File: src/inc/opcode_decode_pkg.sv
// shared constants and types of the instruction decoder
package opcode_decode_pkg;

	// clocks per instruction cycle
	localparam int unsigned clocks_per_cycle = 16;
	localparam logic [3:0]  phase_last       = 4'hf;
	localparam logic [3:0]  phase_reset      = 4'h0;

	// opcode encodings
	localparam logic [7:0] op_add_b_into_a               = 8'h2c;
	localparam logic [7:0] op_add_constant_to_a          = 8'h70;
	localparam logic [7:0] op_compare_a_at_least_constant = 8'h63;
	localparam logic [7:0] op_add_memory_into_a          = 8'h28;
	localparam logic [7:0] op_and_constant_to_memory     = 8'h65;
	localparam logic [7:0] op_compare_a_differs_constant = 8'h60;
	localparam logic [7:0] op_multiply_a_by_constant     = 8'h68;
	localparam logic [7:0] op_multiply_a_by_memory       = 8'h39;
	localparam logic [7:0] op_multiply_a_by_timer        = 8'h38;
	localparam logic [7:0] op_conditional_long_jump      = 8'h40;
	localparam logic [7:0] op_jump_via_accumulator       = 8'h1f;
	localparam logic [7:0] op_lookup_into_accumulator    = 8'h6b;
	localparam logic [7:0] op_lookup_into_second_reg     = 8'h6d;
	localparam logic [7:0] op_or_constant_to_memory      = 8'h64;

	// opcode masks for families whose low opcode bits carry operand
	localparam logic [7:0] mask_add_constant = 8'hf0;
	localparam logic [7:0] mask_long_jump    = 8'he0;

	// operand widths in bits
	localparam int unsigned width_add_constant = 12;
	localparam int unsigned width_long_jump    = 13;
	localparam int unsigned width_byte_operand = 8;

	// operation classes
	typedef enum logic [3:0]
	{
		oper_none        = 4'h0,
		oper_add_b       = 4'h1,
		oper_add_const   = 4'h2,
		oper_cmp_ge      = 4'h3,
		oper_add_mem     = 4'h4,
		oper_and_mem     = 4'h5,
		oper_cmp_ne      = 4'h6,
		oper_mul_const   = 4'h7,
		oper_mul_mem     = 4'h8,
		oper_mul_timer   = 4'h9,
		oper_branch      = 4'ha,
		oper_jump_a      = 4'hb,
		oper_lookup_a    = 4'hc,
		oper_lookup_b    = 4'hd,
		oper_or_mem      = 4'he
	} oper_type;

	// how an instruction treats the status flag
	typedef enum logic [1:0]
	{
		status_keep        = 2'h0,
		status_always      = 2'h1,
		status_conditional = 2'h2
	} status_mode_type;

	// decoded instruction carried to the execute stage
	typedef struct packed
	{
		oper_type        oper;
		status_mode_type status_mode;
		logic            two_bytes;
		logic            two_cycles;
		logic [12:0]     operand;
		logic            known;
	} decoded_type;

endpackage : opcode_decode_pkg

File: src/hw/opcode_decode.sv
// instruction decoder and cycle sequencer of the accumulator core
// Notes on behaviour
// - instruction cycle is sixteen clocks, one or two
// - 2c adds b into a, conditional status
// - 70 adds 12-bit constant, two bytes, two cycles
// - 63 compares a at least constant
// - 28 adds memory into a, one cycle
// - 65 ands constant into memory, status set
// - 60 tests a differs from constant
// - 68 multiplies a by constant, status set
// - 39 multiplies a by memory, status set
// - 38 multiplies a by timer, status set
// - 40 branches on status, 13-bit target
// - 1f jumps to address in a
// - 6b lookup through a, result to a
// - 6d lookup through a, result to b
// - 64 ors constant into memory, status set
`timescale 1ns/1ns

module opcode_decode
(
	// clock and reset
	input  wire logic                          clk,
	input  wire logic                          rst,
	// instruction bytes from program memory
	input  wire logic [7:0]                    fetch_byte,
	input  wire logic                          fetch_valid,
	// execute-stage result flag from the datapath
	input  wire logic                          cond_result,
	// decoded instruction and timing
	output logic                               cycle_strobe,
	output opcode_decode_pkg::decoded_type     decoded,
	output logic                               issue,
	output logic                               operand_fetch,
	output logic                               complete,
	output logic                               status_flag,
	output logic                               branch_taken
);

	////////////////////////////////////////////////////////////////////////////
	// sequencer states
	typedef enum logic [1:0]
	{
		st_opcode  = 2'h0,  // waiting for opcode byte
		st_operand = 2'h1,  // waiting for second byte
		st_second  = 2'h2   // running second instruction cycle
	} seq_type;

	logic [3:0]                        phase;        // clock within instruction cycle
	logic                              cycle_end;    // last clock of cycle
	seq_type                           seq;          // sequencer state
	opcode_decode_pkg::decoded_type    next_decoded; // combinational decode of byte

	assign cycle_end = (phase == opcode_decode_pkg::phase_last);

	////////////////////////////////////////////////////////////////////////////
	// phase counter: sixteen clocks per instruction cycle
	always_ff @(posedge clk)
	begin
		if (rst)
			phase <= opcode_decode_pkg::phase_reset;
		else
			phase <= phase + 4'h1;
	end

	// one-cycle strobe at the last clock of each instruction cycle
	always_ff @(posedge clk)
	begin
		if (rst)
			cycle_strobe <= 1'b0;
		else
			cycle_strobe <= (phase == opcode_decode_pkg::phase_last - 4'h1);
	end

	////////////////////////////////////////////////////////////////////////////
	// opcode decode; bytes are only sampled at cycle end
	always_comb
	begin
		next_decoded = '0;
		next_decoded.known = 1'b1;
		// wide-operand families first: low opcode bits belong to operand
		if ((fetch_byte & opcode_decode_pkg::mask_add_constant) == opcode_decode_pkg::op_add_constant_to_a)
		begin
			next_decoded.oper        = opcode_decode_pkg::oper_add_const;
			next_decoded.status_mode = opcode_decode_pkg::status_conditional;
			next_decoded.two_bytes   = 1'b1;
			next_decoded.two_cycles  = 1'b1;
			next_decoded.operand     = {1'b0, fetch_byte[3:0], 8'h00};
		end
		else if ((fetch_byte & opcode_decode_pkg::mask_long_jump) == opcode_decode_pkg::op_conditional_long_jump)
		begin
			next_decoded.oper        = opcode_decode_pkg::oper_branch;
			next_decoded.status_mode = opcode_decode_pkg::status_always;
			next_decoded.two_bytes   = 1'b1;
			next_decoded.two_cycles  = 1'b1;
			next_decoded.operand     = {fetch_byte[4:0], 8'h00};
		end
		else
		begin
			case (fetch_byte)
				opcode_decode_pkg::op_add_b_into_a:
				begin
					next_decoded.oper        = opcode_decode_pkg::oper_add_b;
					next_decoded.status_mode = opcode_decode_pkg::status_conditional;
				end
				opcode_decode_pkg::op_compare_a_at_least_constant:
				begin
					next_decoded.oper        = opcode_decode_pkg::oper_cmp_ge;
					next_decoded.status_mode = opcode_decode_pkg::status_conditional;
					next_decoded.two_bytes   = 1'b1;
					next_decoded.two_cycles  = 1'b1;
				end
				opcode_decode_pkg::op_add_memory_into_a:
				begin
					next_decoded.oper        = opcode_decode_pkg::oper_add_mem;
					next_decoded.status_mode = opcode_decode_pkg::status_conditional;
				end
				opcode_decode_pkg::op_and_constant_to_memory:
				begin
					next_decoded.oper        = opcode_decode_pkg::oper_and_mem;
					next_decoded.status_mode = opcode_decode_pkg::status_always;
					next_decoded.two_bytes   = 1'b1;
					next_decoded.two_cycles  = 1'b1;
				end
				opcode_decode_pkg::op_compare_a_differs_constant:
				begin
					next_decoded.oper        = opcode_decode_pkg::oper_cmp_ne;
					next_decoded.status_mode = opcode_decode_pkg::status_conditional;
					next_decoded.two_bytes   = 1'b1;
					next_decoded.two_cycles  = 1'b1;
				end
				opcode_decode_pkg::op_multiply_a_by_constant:
				begin
					next_decoded.oper        = opcode_decode_pkg::oper_mul_const;
					next_decoded.status_mode = opcode_decode_pkg::status_always;
					next_decoded.two_bytes   = 1'b1;
					next_decoded.two_cycles  = 1'b1;
				end
				opcode_decode_pkg::op_multiply_a_by_memory:
				begin
					next_decoded.oper        = opcode_decode_pkg::oper_mul_mem;
					next_decoded.status_mode = opcode_decode_pkg::status_always;
				end
				opcode_decode_pkg::op_multiply_a_by_timer:
				begin
					next_decoded.oper        = opcode_decode_pkg::oper_mul_timer;
					next_decoded.status_mode = opcode_decode_pkg::status_always;
				end
				opcode_decode_pkg::op_jump_via_accumulator:
				begin
					next_decoded.oper        = opcode_decode_pkg::oper_jump_a;
					next_decoded.status_mode = opcode_decode_pkg::status_always;
				end
				opcode_decode_pkg::op_lookup_into_accumulator:
				begin
					next_decoded.oper        = opcode_decode_pkg::oper_lookup_a;
					next_decoded.status_mode = opcode_decode_pkg::status_always;
					next_decoded.two_cycles  = 1'b1;
				end
				opcode_decode_pkg::op_lookup_into_second_reg:
				begin
					next_decoded.oper        = opcode_decode_pkg::oper_lookup_b;
					next_decoded.status_mode = opcode_decode_pkg::status_always;
					next_decoded.two_cycles  = 1'b1;
				end
				opcode_decode_pkg::op_or_constant_to_memory:
				begin
					next_decoded.oper        = opcode_decode_pkg::oper_or_mem;
					next_decoded.status_mode = opcode_decode_pkg::status_always;
					next_decoded.two_bytes   = 1'b1;
					next_decoded.two_cycles  = 1'b1;
				end
				// outside this decoder: one-cycle no-op, status kept
				default:
					next_decoded.known = 1'b0;
			endcase
		end
	end

	////////////////////////////////////////////////////////////////////////////
	// sequencer and decoded register; one- or two-cycle instructions
	always_ff @(posedge clk)
	begin
		if (rst)
		begin
			seq           <= st_opcode;
			decoded       <= '0;
			issue         <= 1'b0;
			operand_fetch <= 1'b0;
			complete      <= 1'b0;
		end
		else
		begin
			issue         <= 1'b0;
			operand_fetch <= 1'b0;
			complete      <= 1'b0;
			if (cycle_end)
			begin
				case (seq)
					st_opcode:
					begin
						if (fetch_valid)
						begin
							decoded <= next_decoded;
							issue   <= 1'b1;
							if (next_decoded.two_bytes)
								seq <= st_operand;
							else if (next_decoded.two_cycles)
								seq <= st_second;
							else
								complete <= 1'b1;
						end
					end
					st_operand:
					begin
						// second byte holds the operand low bits
						if (fetch_valid)
						begin
							decoded.operand <= decoded.operand | {5'h00, fetch_byte};
							operand_fetch   <= 1'b1;
							complete        <= 1'b1;
							seq             <= st_opcode;
						end
					end
					st_second:
					begin
						complete <= 1'b1;
						seq      <= st_opcode;
					end
					default:
						seq <= st_opcode;
				endcase
			end
		end
	end

	////////////////////////////////////////////////////////////////////////////
	// status flag and branch decision at completion
	always_ff @(posedge clk)
	begin
		if (rst)
		begin
			status_flag  <= 1'b1;
			branch_taken <= 1'b0;
		end
		else
		begin
			branch_taken <= 1'b0;
			if (complete)
			begin
				// branch taken only while status set
				if (decoded.oper == opcode_decode_pkg::oper_branch)
					branch_taken <= status_flag;
				if (decoded.status_mode == opcode_decode_pkg::status_always)
					status_flag <= 1'b1;
				else if (decoded.status_mode == opcode_decode_pkg::status_conditional)
					status_flag <= cond_result;
			end
		end
	end

	////////////////////////////////////////////////////////////////////////////
	// checks
	// phase counter rolls over after the last clock of a cycle
	a_phase_wraps: assert property (@(posedge clk) disable iff (rst)
		cycle_end |=> (phase == 4'h0)) else $error("phase did not wrap");
	// strobe marks only the last clock of a cycle
	a_strobe_at_end: assert property (@(posedge clk) disable iff (rst)
		cycle_strobe |-> cycle_end) else $error("strobe off cycle end");
	// completion lands on an instruction-cycle boundary
	a_complete_on_boundary: assert property (@(posedge clk) disable iff (rst)
		complete |-> (phase == 4'h0)) else $error("completion off boundary");
	// one-byte one-cycle work, unknown opcodes too, ends in the issue clock
	a_short_one_cycle: assert property (@(posedge clk) disable iff (rst)
		(issue && !decoded.two_bytes && !decoded.two_cycles) |-> complete)
		else $error("one-cycle instruction late");
	// always-set instructions leave status true whatever the datapath says
	a_always_sets_status: assert property (@(posedge clk) disable iff (rst)
		(complete && decoded.status_mode == opcode_decode_pkg::status_always) |=> status_flag)
		else $error("status not forced");
	// conditional instructions copy the datapath result of the completion clock
	a_cond_status: assert property (@(posedge clk) disable iff (rst)
		(complete && decoded.status_mode == opcode_decode_pkg::status_conditional) |=> (status_flag == $past(cond_result)))
		else $error("conditional status wrong");
	// lookup into a spends a second instruction cycle
	a_lookup_two_cycles: assert property (@(posedge clk) disable iff (rst)
		(issue && decoded.oper == opcode_decode_pkg::oper_lookup_a) |-> ##16 complete)
		else $error("lookup not two cycles");
	// lookup into b: not done at issue, done one instruction cycle later
	a_lookup_b_cycles: assert property (@(posedge clk) disable iff (rst)
		(issue && decoded.oper == opcode_decode_pkg::oper_lookup_b) |-> !complete ##16 complete)
		else $error("lookup b not two cycles");
	// add b into a finishes in its own cycle
	a_one_cycle_add: assert property (@(posedge clk) disable iff (rst)
		(issue && decoded.oper == opcode_decode_pkg::oper_add_b) |-> complete)
		else $error("add b not one cycle");
	// the second byte is only ever taken by a two-byte instruction as it ends
	a_operand_with_end: assert property (@(posedge clk) disable iff (rst)
		operand_fetch |-> (complete && decoded.two_bytes))
		else $error("operand byte off completion");
	// a branch is only reported while status was set
	a_branch_needs_status: assert property (@(posedge clk) disable iff (rst)
		branch_taken |-> $past(status_flag)) else $error("branch without status");
	// a branch leaves status set afterwards, taken or not
	a_branch_leaves_set: assert property (@(posedge clk) disable iff (rst)
		(complete && decoded.oper == opcode_decode_pkg::oper_branch) |=> status_flag)
		else $error("branch left status clear");
	// timer multiply forces status in the clock after it ends
	a_timer_mul_status: assert property (@(posedge clk) disable iff (rst)
		(issue && decoded.oper == opcode_decode_pkg::oper_mul_timer) |=> status_flag)
		else $error("timer multiply status");

endmodule : opcode_decode

File: config.mk
export PLATFORM = sky130hd
export DESIGN_NAME = opcode_decode
export DESIGN_NICKNAME = d
export VERILOG_FILES = /design/src/inc/opcode_decode_pkg.sv /design/src/hw/opcode_decode.sv
export SDC_FILE = /design/constraint.sdc
export NUM_CORES = 1
export LEC_CHECK = 0
export ABC_CLOCK_PERIOD_IN_PS = 2600
export BUFFER_PORTS_ARGS = -buffer_cell sky130_fd_sc_hd__buf_2
export CELL_PAD_IN_SITES_DETAIL_PLACEMENT = 0
export CELL_PAD_IN_SITES_GLOBAL_PLACEMENT = 1
export CORE_ASPECT_RATIO = 0.6
export CORE_MARGIN = 2
export CORE_UTILIZATION = 38
export DETAILED_ROUTE_END_ITERATION = 6
export PLACE_DENSITY = 0.74
export SLEW_MARGIN = 20
export SYNTH_ARGS = -nofsm -noshare
export SYNTH_HDL_FRONTEND = slang
export SYNTH_SLANG_ARGS = --single-unit
File: constraint.sdc
create_clock -name clk -period 2.6 [get_ports clk]
set_input_delay 0.13 -clock clk [delete_from_list [all_inputs] [get_ports clk]]
set_output_delay 0.13 -clock clk [all_outputs]
set_load 0.01 [all_outputs]
After elaboration in Yosys (flattened, before gate mapping)
Cells that the tools add are included.

Shift-type cells: 0. Equality and inequality tests: 24. Multiplexer cells: 24. $mul: 0. Order comparisons: 0. Bitwise operators: 6. Add/subtract/negate cells: 1. Div/mod/pow operators: 0. Reductions and logical operators: 14.

Operator list (number): 6-bit case mux with 12 select lines (1); 8-bit by 7-bit equality test with 1-bit output (second input constant) (7); 8-bit by 6-bit equality test with 1-bit output (second input constant) (4); 13-bit two-way mux (2); 13-bit case mux with 2 select lines (1); 21-bit two-way mux (1); 14-bit two-way mux (1); 13-bit by 8-bit bitwise OR with 13-bit output (1); 4-bit equality test (second input constant) (3); 12-bit OR reduction (1); 1-bit two-way mux (11); 3-bit OR reduction (3); 8-bit by 5-bit equality test with 1-bit output (second input constant) (1); 2-bit two-way mux (4); 8-bit two-way mux (1); 4-bit AND reduction (2); 7-bit OR reduction (1); 1-bit NOT (5); 5-bit OR reduction (1); 4-bit by 1-bit adder with 4-bit output (second input constant) (1); 2-bit by 1-bit equality test with 1-bit output (second input constant) (2); 2-bit equality test (second input constant) (2); 4-bit by 3-bit equality test with 1-bit output (second input constant) (1); 2-bit inequality test (second input constant) (2); other kinds (9) (10).

Memories kept: 0. Memory bits (read-only): 0. Word-level logic and storage cells: 83. RAM bits: 0. Bits in latches: 0. Register bits: 34.

Longest topological paths before layout
Gate-level depths: netlist (run 1).

Depth after elaboration: 9. Gate-level depth with buffers: 7. Gate-level depth less buffers: 6.

Least setup slack after synthesis (run 1)
Ideal clock, no wire load.

Kind: reg-to-reg. Start: reg phase[0]. End: reg decoded[20] (netlist name). Stages on the path, launching flop included: 7. Clock period less this slack: 1.860 ns. Path slack: 0.740 ns. Setup time: 0.071 ns. Path buffers: 1. Data arrival time: 1.790 ns. Required time: 2.529 ns. Cells stage by stage: dfxtp_1 ha_1 nand3_2 or3_1 buf_2 or4_1 a21oi_1.

Longest elaborated chain between the ends: 2.

RTL lines: start: declaration (line opcode_decode.sv:49) `logic [3:0] phase;`; start signal: assignment (line opcode_decode.sv:61) `phase <= opcode_decode_pkg::phase_reset;`; start signal: assignment (line opcode_decode.sv:63) `phase <= phase + 4'h1;`; 4-bit equality test (line opcode_decode.sv:54) `assign cycle_end = (phase == opcode_decode_pkg::phase_last);`; 3-bit AND reduction (no source line); end signal: assignment (line opcode_decode.sv:204) `decoded <= next_decoded;`; end: declaration (line opcode_decode.sv:32) `output opcode_decode_pkg::decoded_type decoded,`.

No other way between the ends. A chain may end at the register's enable or synchronous reset.

Worst setup path after layout (run 1)
Same ends and word-level chain as after synthesis.

==> out/results.tsv, run 1 <==
metric	value	unit
run status	finished, final reports clean	
initial antenna violation count	0	
GRT Total Usage	0.180	
number of global-route vias before repair	1380	
clk_lat worst skew	280	ps
Flop pwr share	0.522	
Worst-path clk slew	70	ps
Worst VDD drop	0.213	mV
postcts setup bufs	0	
final setup skew	5.28	ps
Logic pwr share	0.083	
post-synthesis simple-gate area fraction	0.258	
die height	53.6	um
CTS root buf	clkbuf_8	
synthesized area per cell	8.42	um2
cts-stage hold buffer count	0	
pwr dens	540	nW/um2
Synth Area in Compound Gates	0.209	
Slew Viols, Final	0	
Post-Synth XOR/XNOR Area	0.0225	
Syn-to-layout area delta	20.4	%
setup TNS	0	ps
Period minus WS final	2120	ps
Main synth FF type	dfxtp_1	
Die X	86.7	um
Hold Path Class	in -> reg	
Cell Int Power	765	uW
Synth area leader	dfxtp_1	
Critical Path Max Stage Delay	570	ps
synth top area cells	dfxtp_1, a21oi_1, nor2_1, nand2_1, a22o_1	
ant diodes	0	
HPWL after DPL	2980	um
Max FO, Critical Path	10	
Cells after Synth	185	
Final period util	0.816	
DR vias	1509	
Post-synth ARST share	0	
CTS tree	built	
largest net degree at the start of global routing	24	
critical-path cell list	ha_1 > nand3_2 > or3_1 > or4_1 > a21oi_1	
slowest CP cell	or4_1	
syn_nets	200	
most frequent cells in the layout	buf_2, dfxtp_1, nor2_1	
DRC errors left	0	
htree depth	2	
clock power share	0.396	
Worst EP required	2800	ps
Synth cell types	45	
TritonRoute pass-1 iters	4	
total net switching power	248	uW
max_slew headroom	0.588	
I/O pins	40	
mapped cell area	1560	um2
routed len/inst	14.6	um
Initial Util	0.409	
Final Hold Slack	98.8	ps
Tot Pwr	1.01	mW
main combinational cell family by area after synthesis	simple AND/OR/NAND/NOR gates	
DR vias/cell	5.59	
adder-cell share of the synthesized area	0.0241	
Sink Count	34	
Final Hold Fails	0	
CP endpoint kind	flop	
flops & latches, synth	34	
RSZ-0062 raised after global routing	no	
mux share of post-synthesis cell area	0.0129	
Total Routed Length	3950	um
Synth top area share	0.437	
WS Path Type	reg -> reg	
Sw Ratio	0.245	
MaxCap Viol Count	0	
layout cell share with drive strength beyond 1	0.220	
Die Area	4640	um2
fmax	472	MHz
cell row count	17	
CTS max path bufs	2	
Ys Warns	0	
commonest non-fill, non-tap cell in the layout	buf_2	
Worst EP arrival	2320	ps
Worst Setup Start Kind	flop	
number of synthesized flops with an enable pin	0	
clock buffer count from CTS	5	
Leak	0.813	nW
final net count	237	
final core occ	0.493	
Core Area	3810	um2
Port Buffers	39	
Seq/Total Area, Yosys	0.437	
Post-CTS Resized	0	
Detailed Route Iter0 Violations	124	
DRT antenna net count	0	
gpl congestion	0.940	
Worst-Margin Slew	610	ps
first-pass GRT wire length	6340	um
setup violators final	0	
total gr overflow	0	
-- path summary, 6_finish.rpt --
check | slack (ps) | end | cells after the start | from
setup / recovery | 480 | decoded[20] | 5 | phase[0]
hold / removal | 100 | status_flag | 3 | cond_result
hold reg to reg | 460 | decoded[15] | 2 | decoded[15]
setup reg to reg | 480 | decoded[20] | 5 | phase[0]
-- cell usage after synthesis, drive strengths merged, types with 2 or more instances --
cell and number:
xnor2 2, nand4b 2, a21oi 22, and4b 3, dfxtp 34, o21ai 7
nor2 28, clkbuf 7, a22o 5, nand3 6, inv 5, xor2 2
mux2i 2, nor3 4, nor2b 5, nand2b 5, nand2 13, ha 3
buf 3, nor4b 2, a31oi 3
-- logic make-up (layout without fill, tap and decap cells) --
family          count (synthesis)  in the layout
buf+inv                        15             53
fa+ha+maj                       3              3
xor+xnor                        4              4
compound gates                 51             51
simple gates                   76             76
flops                          34             34
mux                             2              2
-- critical path, delay by kind of cell, from the launching register on --
kind	cells	cell delay (ps)
and+or+nand+nor	3	1280
DFF	1	390
adders and majority gates	1	220
AOI/OAI and AO/OA	1	160
-- stage by stage --
step | setup slack [ps] | instances | instance area [um2]
4_1_cts | 477 | 270 | 1880
3_5_place_dp | 531 | 262 | 1780
2_1_floorplan | 740 | 185 | 1560
6_report | 480 | 270 | 1880
3_3_place_gp | 624 | 262 | 1780
5_1_grt | 336 | 270 | 1880
-- state kept, by name, summed over array words and instances, names as in the netlist --
name,cells
complete,1
status_flag,1
phase,4
branch_taken,1
issue,1
decoded,22
cycle_strobe,1
seq,2
operand_fetch,1
-- layer usage --
metal,GRT usage,vias to the layer above,share of wire
met5,0,-,0
met4,0.0729,0,0.011
met3,0.0475,6,0.068
met2,0.271,54,0.42
met1,0.249,709,0.50
li1,-,740,-
-- power groups by stage --
stage	Clock, mW	Combinational [mW]	Sequential (mW)
2_1_floorplan	0	0.0560	0.540
3_3_place_gp	0	0.0834	0.540
3_5_place_dp	0	0.0832	0.540
4_1_cts	0.415	0.0834	0.528
5_1_grt	0.434	0.0945	0.529
6_report	0.401	0.0839	0.529
-- area by class of cell --
class | count | area [um2]
clock buffer | 6 | 82.6
clock inverter | 2 | 12.5
fill | 382 | 1930
inverter | 5 | 18.8
multi-input combinational | 136 | 820
sequential | 34 | 681
tap | 47 | 58.8
timing repair buffer | 40 | 203
No activity file was read; power rests on OpenSTA's default activity.
==> run 2: changes to the inputs <==
--- a/config.mk
+++ b/config.mk
@@ -5,7 +5,8 @@
 export SDC_FILE = /design/constraint.sdc
 export NUM_CORES = 1
 export LEC_CHECK = 0
-export ABC_CLOCK_PERIOD_IN_PS = 2600
+export ABC_AREA = 1
+export ABC_CLOCK_PERIOD_IN_PS = 2110
 export BUFFER_PORTS_ARGS = -buffer_cell sky130_fd_sc_hd__buf_2
 export CELL_PAD_IN_SITES_DETAIL_PLACEMENT = 0
 export CELL_PAD_IN_SITES_GLOBAL_PLACEMENT = 1
==> constraint.sdc (replaced) <==
create_clock -name clk -period 2.11 [get_ports clk]
set_input_delay 0.1055 -clock clk [delete_from_list [all_inputs] [get_ports clk]]
set_output_delay 0.1055 -clock clk [all_outputs]
set_load 0.01 [all_outputs]
==> out/results.tsv, run 2 <==
metric	value	unit	change
Post-CTS Resized	0		unchanged
flops & latches, synth	34		unchanged
DR vias/cell	4.43		was 5.59
clk_lat worst skew	280	ps	about the same
Hold Path Class	in -> reg		unchanged
pwr dens	599	nW/um2	was 540 nW/um2
Fill cells	429		was 382
first-pass GRT wire length	6400	um	was 6340 um
die height	56.0	um	was 53.6 um
htree depth	2		unchanged
total net switching power	292	uW	was 248 uW
final setup skew	2.12	ps	was 5.28 ps
Initial Util	0.406		was 0.409
cell row count	18		was 17
count leader, synth	nor2_1		was dfxtp_1
Period minus WS final	1580	ps	was 2120 ps
Synth top area share	0.398		was 0.437
largest net degree at the start of global routing	17		was 24
fin area	2060	um2	was 1880 um2
Place WS	549	ps	was 531 ps
Synth area leader	dfxtp_1		unchanged
Final Hold Slack	115	ps	was 98.8 ps
postcts setup bufs	0		unchanged
Final Worst Setup Slack	531	ps	was 480 ps
Total Routed Length	3710	um	was 3950 um
Final Hold Fails	0		unchanged
DR vias	1421		was 1509
Main synth FF type	dfxtp_1		unchanged
Cell Int Power	938	uW	was 765 uW
Worst EP required	2280	ps	was 2800 ps
Synth cell types	35		was 45
Detailed Route Iter0 Violations	64		was 124
slowest CP cell	dfxtp_1		was or4_1
routed len/inst	11.6	um	was 14.6 um
ant diodes	0		unchanged
placed instance area	1960	um2	was 1780 um2
number of synthesized flops with an enable pin	0		unchanged
most frequent cells in the layout	buf_2, nor2_1, dfxtp_1		was buf_2, dfxtp_1, nor2_1
number of global-route vias before repair	1386		was 1380
Slew Viols, Final	0		unchanged
setup violators final	0		unchanged
clock buffer count from CTS	5		unchanged
total gr overflow	0		unchanged
Worst Setup Start Kind	flop		unchanged
MaxCap Viol Count	0		unchanged
WS Path Type	reg -> reg		unchanged
Flop pwr share	0.529		was 0.522
DRT antenna net count	0		unchanged
Worst VDD drop	0.297	mV	was 0.213 mV
cts-stage hold buffer count	0		unchanged
commonest non-fill, non-tap cell in the layout	buf_2		unchanged
Sw Ratio	0.237		was 0.245
largest register by flop count	decoded		unchanged
Core Area	4210	um2	was 3810 um2
Post-synth ARST share	0		unchanged
Max FO, Critical Path	16		was 10
syn_nets	231		was 200
layout cell share with drive strength beyond 1	0.402		was 0.220
fmax	633	MHz	was 472 MHz
CTS root buf	clkbuf_8		unchanged
CTS tree	built		unchanged
Worst-path clk slew	70	ps	about the same
max reg flops	22		unchanged
max_slew headroom	0.741		was 0.588
Final period util	0.748		was 0.816
clock power share	0.395		was 0.396
synthesized area per cell	7.92	um2	was 8.42 um2
CP dominant cell by count	nand2_4		
synth top area cells	dfxtp_1, nor2_1, nand2_2, nand2_1, o21ai_2		was dfxtp_1, a21oi_1, nor2_1, nand2_1, a22o_1
met2 usage in global routing	0.209		was 0.271
Worst EP arrival	1750	ps	was 2320 ps
final net count	275		was 237
gpl congestion	0.836		was 0.940
initial antenna violation count	0		unchanged
DRC errors left	0		unchanged
met1 global-route usage	0.242		was 0.249
Leak	1.07	nW	was 0.813 nW
CTS max path bufs	2		unchanged
RSZ-0062 raised after global routing	no		unchanged
CP endpoint kind	flop		unchanged
met3 Track Usage GR	0.0474		was 0.0475
I/O pins	40		unchanged
Die Area	5070	um2	was 4640 um2
Seq/Total Area, Yosys	0.398		was 0.437
setup TNS	0	ps	unchanged
Logic pwr share	0.076		was 0.083
GRT busiest layer	met1		was met2
Sink Count	34		unchanged
GRT Total Usage	0.158		was 0.180
critical-path cell list	ha_1 > nand3_2 > a21oi_4 > nand2_4 > nand2_4 > inv_4 > a32o_1		was ha_1 > nand3_2 > or3_1 > or4_1 > a21oi_1
mapped cell area	1710	um2	was 1560 um2
Syn-to-layout area delta	20.2	%	was 20.4%
run status	finished, final reports clean		unchanged
Top Registers	decoded (22), phase (4), seq (2)		unchanged
top post-synthesis cells by count	nor2_1, dfxtp_1, nand2_1		was dfxtp_1, nor2_1, a21oi_1
Die X	90.6	um	was 86.7 um
Ys Warns	0		unchanged
HPWL after DPL	2950	um	was 2980 um
Critical Path Max Stage Delay	370	ps	was 570 ps
Port Buffers	39		unchanged
TritonRoute pass-1 iters	4		unchanged
Worst-Margin Slew	388	ps	was 610 ps
Cells after Synth	216		was 185
run 2: cell count changes after synthesis, sizes merged, moves of 4 or more:
cell,before,now
clkbuf,7,0
a22o,5,0
nor2b,5,0
a32o,1,5
a21oi,22,4
nand2b,5,0
inv,5,40
nand2,13,42
o21ai,7,20
nor2,28,42
run 2: final timing paths:
check	from	to	slack, ps	cells past startpoint
worst max-delay path	phase[0]	decoded[13]	530	7
worst min-delay path	fetch_byte[1]	decoded[10]	110	2
worst max register to register	phase[0]	decoded[13]	530	7
worst min register to register	decoded[9]	decoded[9]	460	1
run 2: layout make-up:
| class | count | area [um2] | share of cell area |
|---|---|---|---|
| Clock inverter | 1 | 5.00 | 0.00243 |
| Tap cell | 60 | 75.1 | 0.0365 |
| Multi-Input combinational cell | 140 | 861 | 0.419 |
| Timing Repair Buffer | 39 | 195 | 0.0949 |
| Sequential cell | 34 | 681 | 0.331 |
| Inverter | 40 | 153 | 0.0743 |
| Clock buffer | 7 | 86.3 | 0.0420 |
run 2: layer usage:
metal  wire, um  share of wire  vias up
li1           -              -      774
met1       2200           0.59      616
met2       1340           0.36       27
met3        150          0.040        4
met4         27         0.0073        0
met5          0              0        -
run 2: kinds of logic after synthesis:
logic type,after synthesis,synth area share
DFF,34,0.398
adders and majority gates,3,0.0219
AOI/OAI and AO/OA,34,0.157
xor gates and xnor gates,2,0.0102
buffers and inverters,42,0.0988
and+or+nand+nor,101,0.315
run 2: worst max-delay path, delay by kind of cell (launching register included):
kind / cells / cell delay, ps
fa+ha+maj: 1 / 210
simple gates: 3 / 360
buf+inv: 1 / 100
compound gates: 2 / 420
flops: 1 / 370
run 2: through the flow:
stage               power [mW]  instances  utilization
floorplan                0.731        216            -
global placement         0.760        313        0.466
detailed placement       0.759        313        0.466
CTS                       1.25        321        0.488
global route              1.29        321        0.488
finish                    1.23        321        0.488
run 2: power groups by stage:
| stage | clock, mW | sequential [mW] | combinational [mW] |
|---|---|---|---|
| global placement | 0 | 0.666 | 0.0945 |
| detailed placement | 0 | 0.666 | 0.0932 |
| finish | 0.486 | 0.651 | 0.0932 |
| floorplan | 0 | 0.665 | 0.0658 |
| CTS | 0.506 | 0.651 | 0.0935 |
| global route | 0.536 | 0.651 | 0.104 |
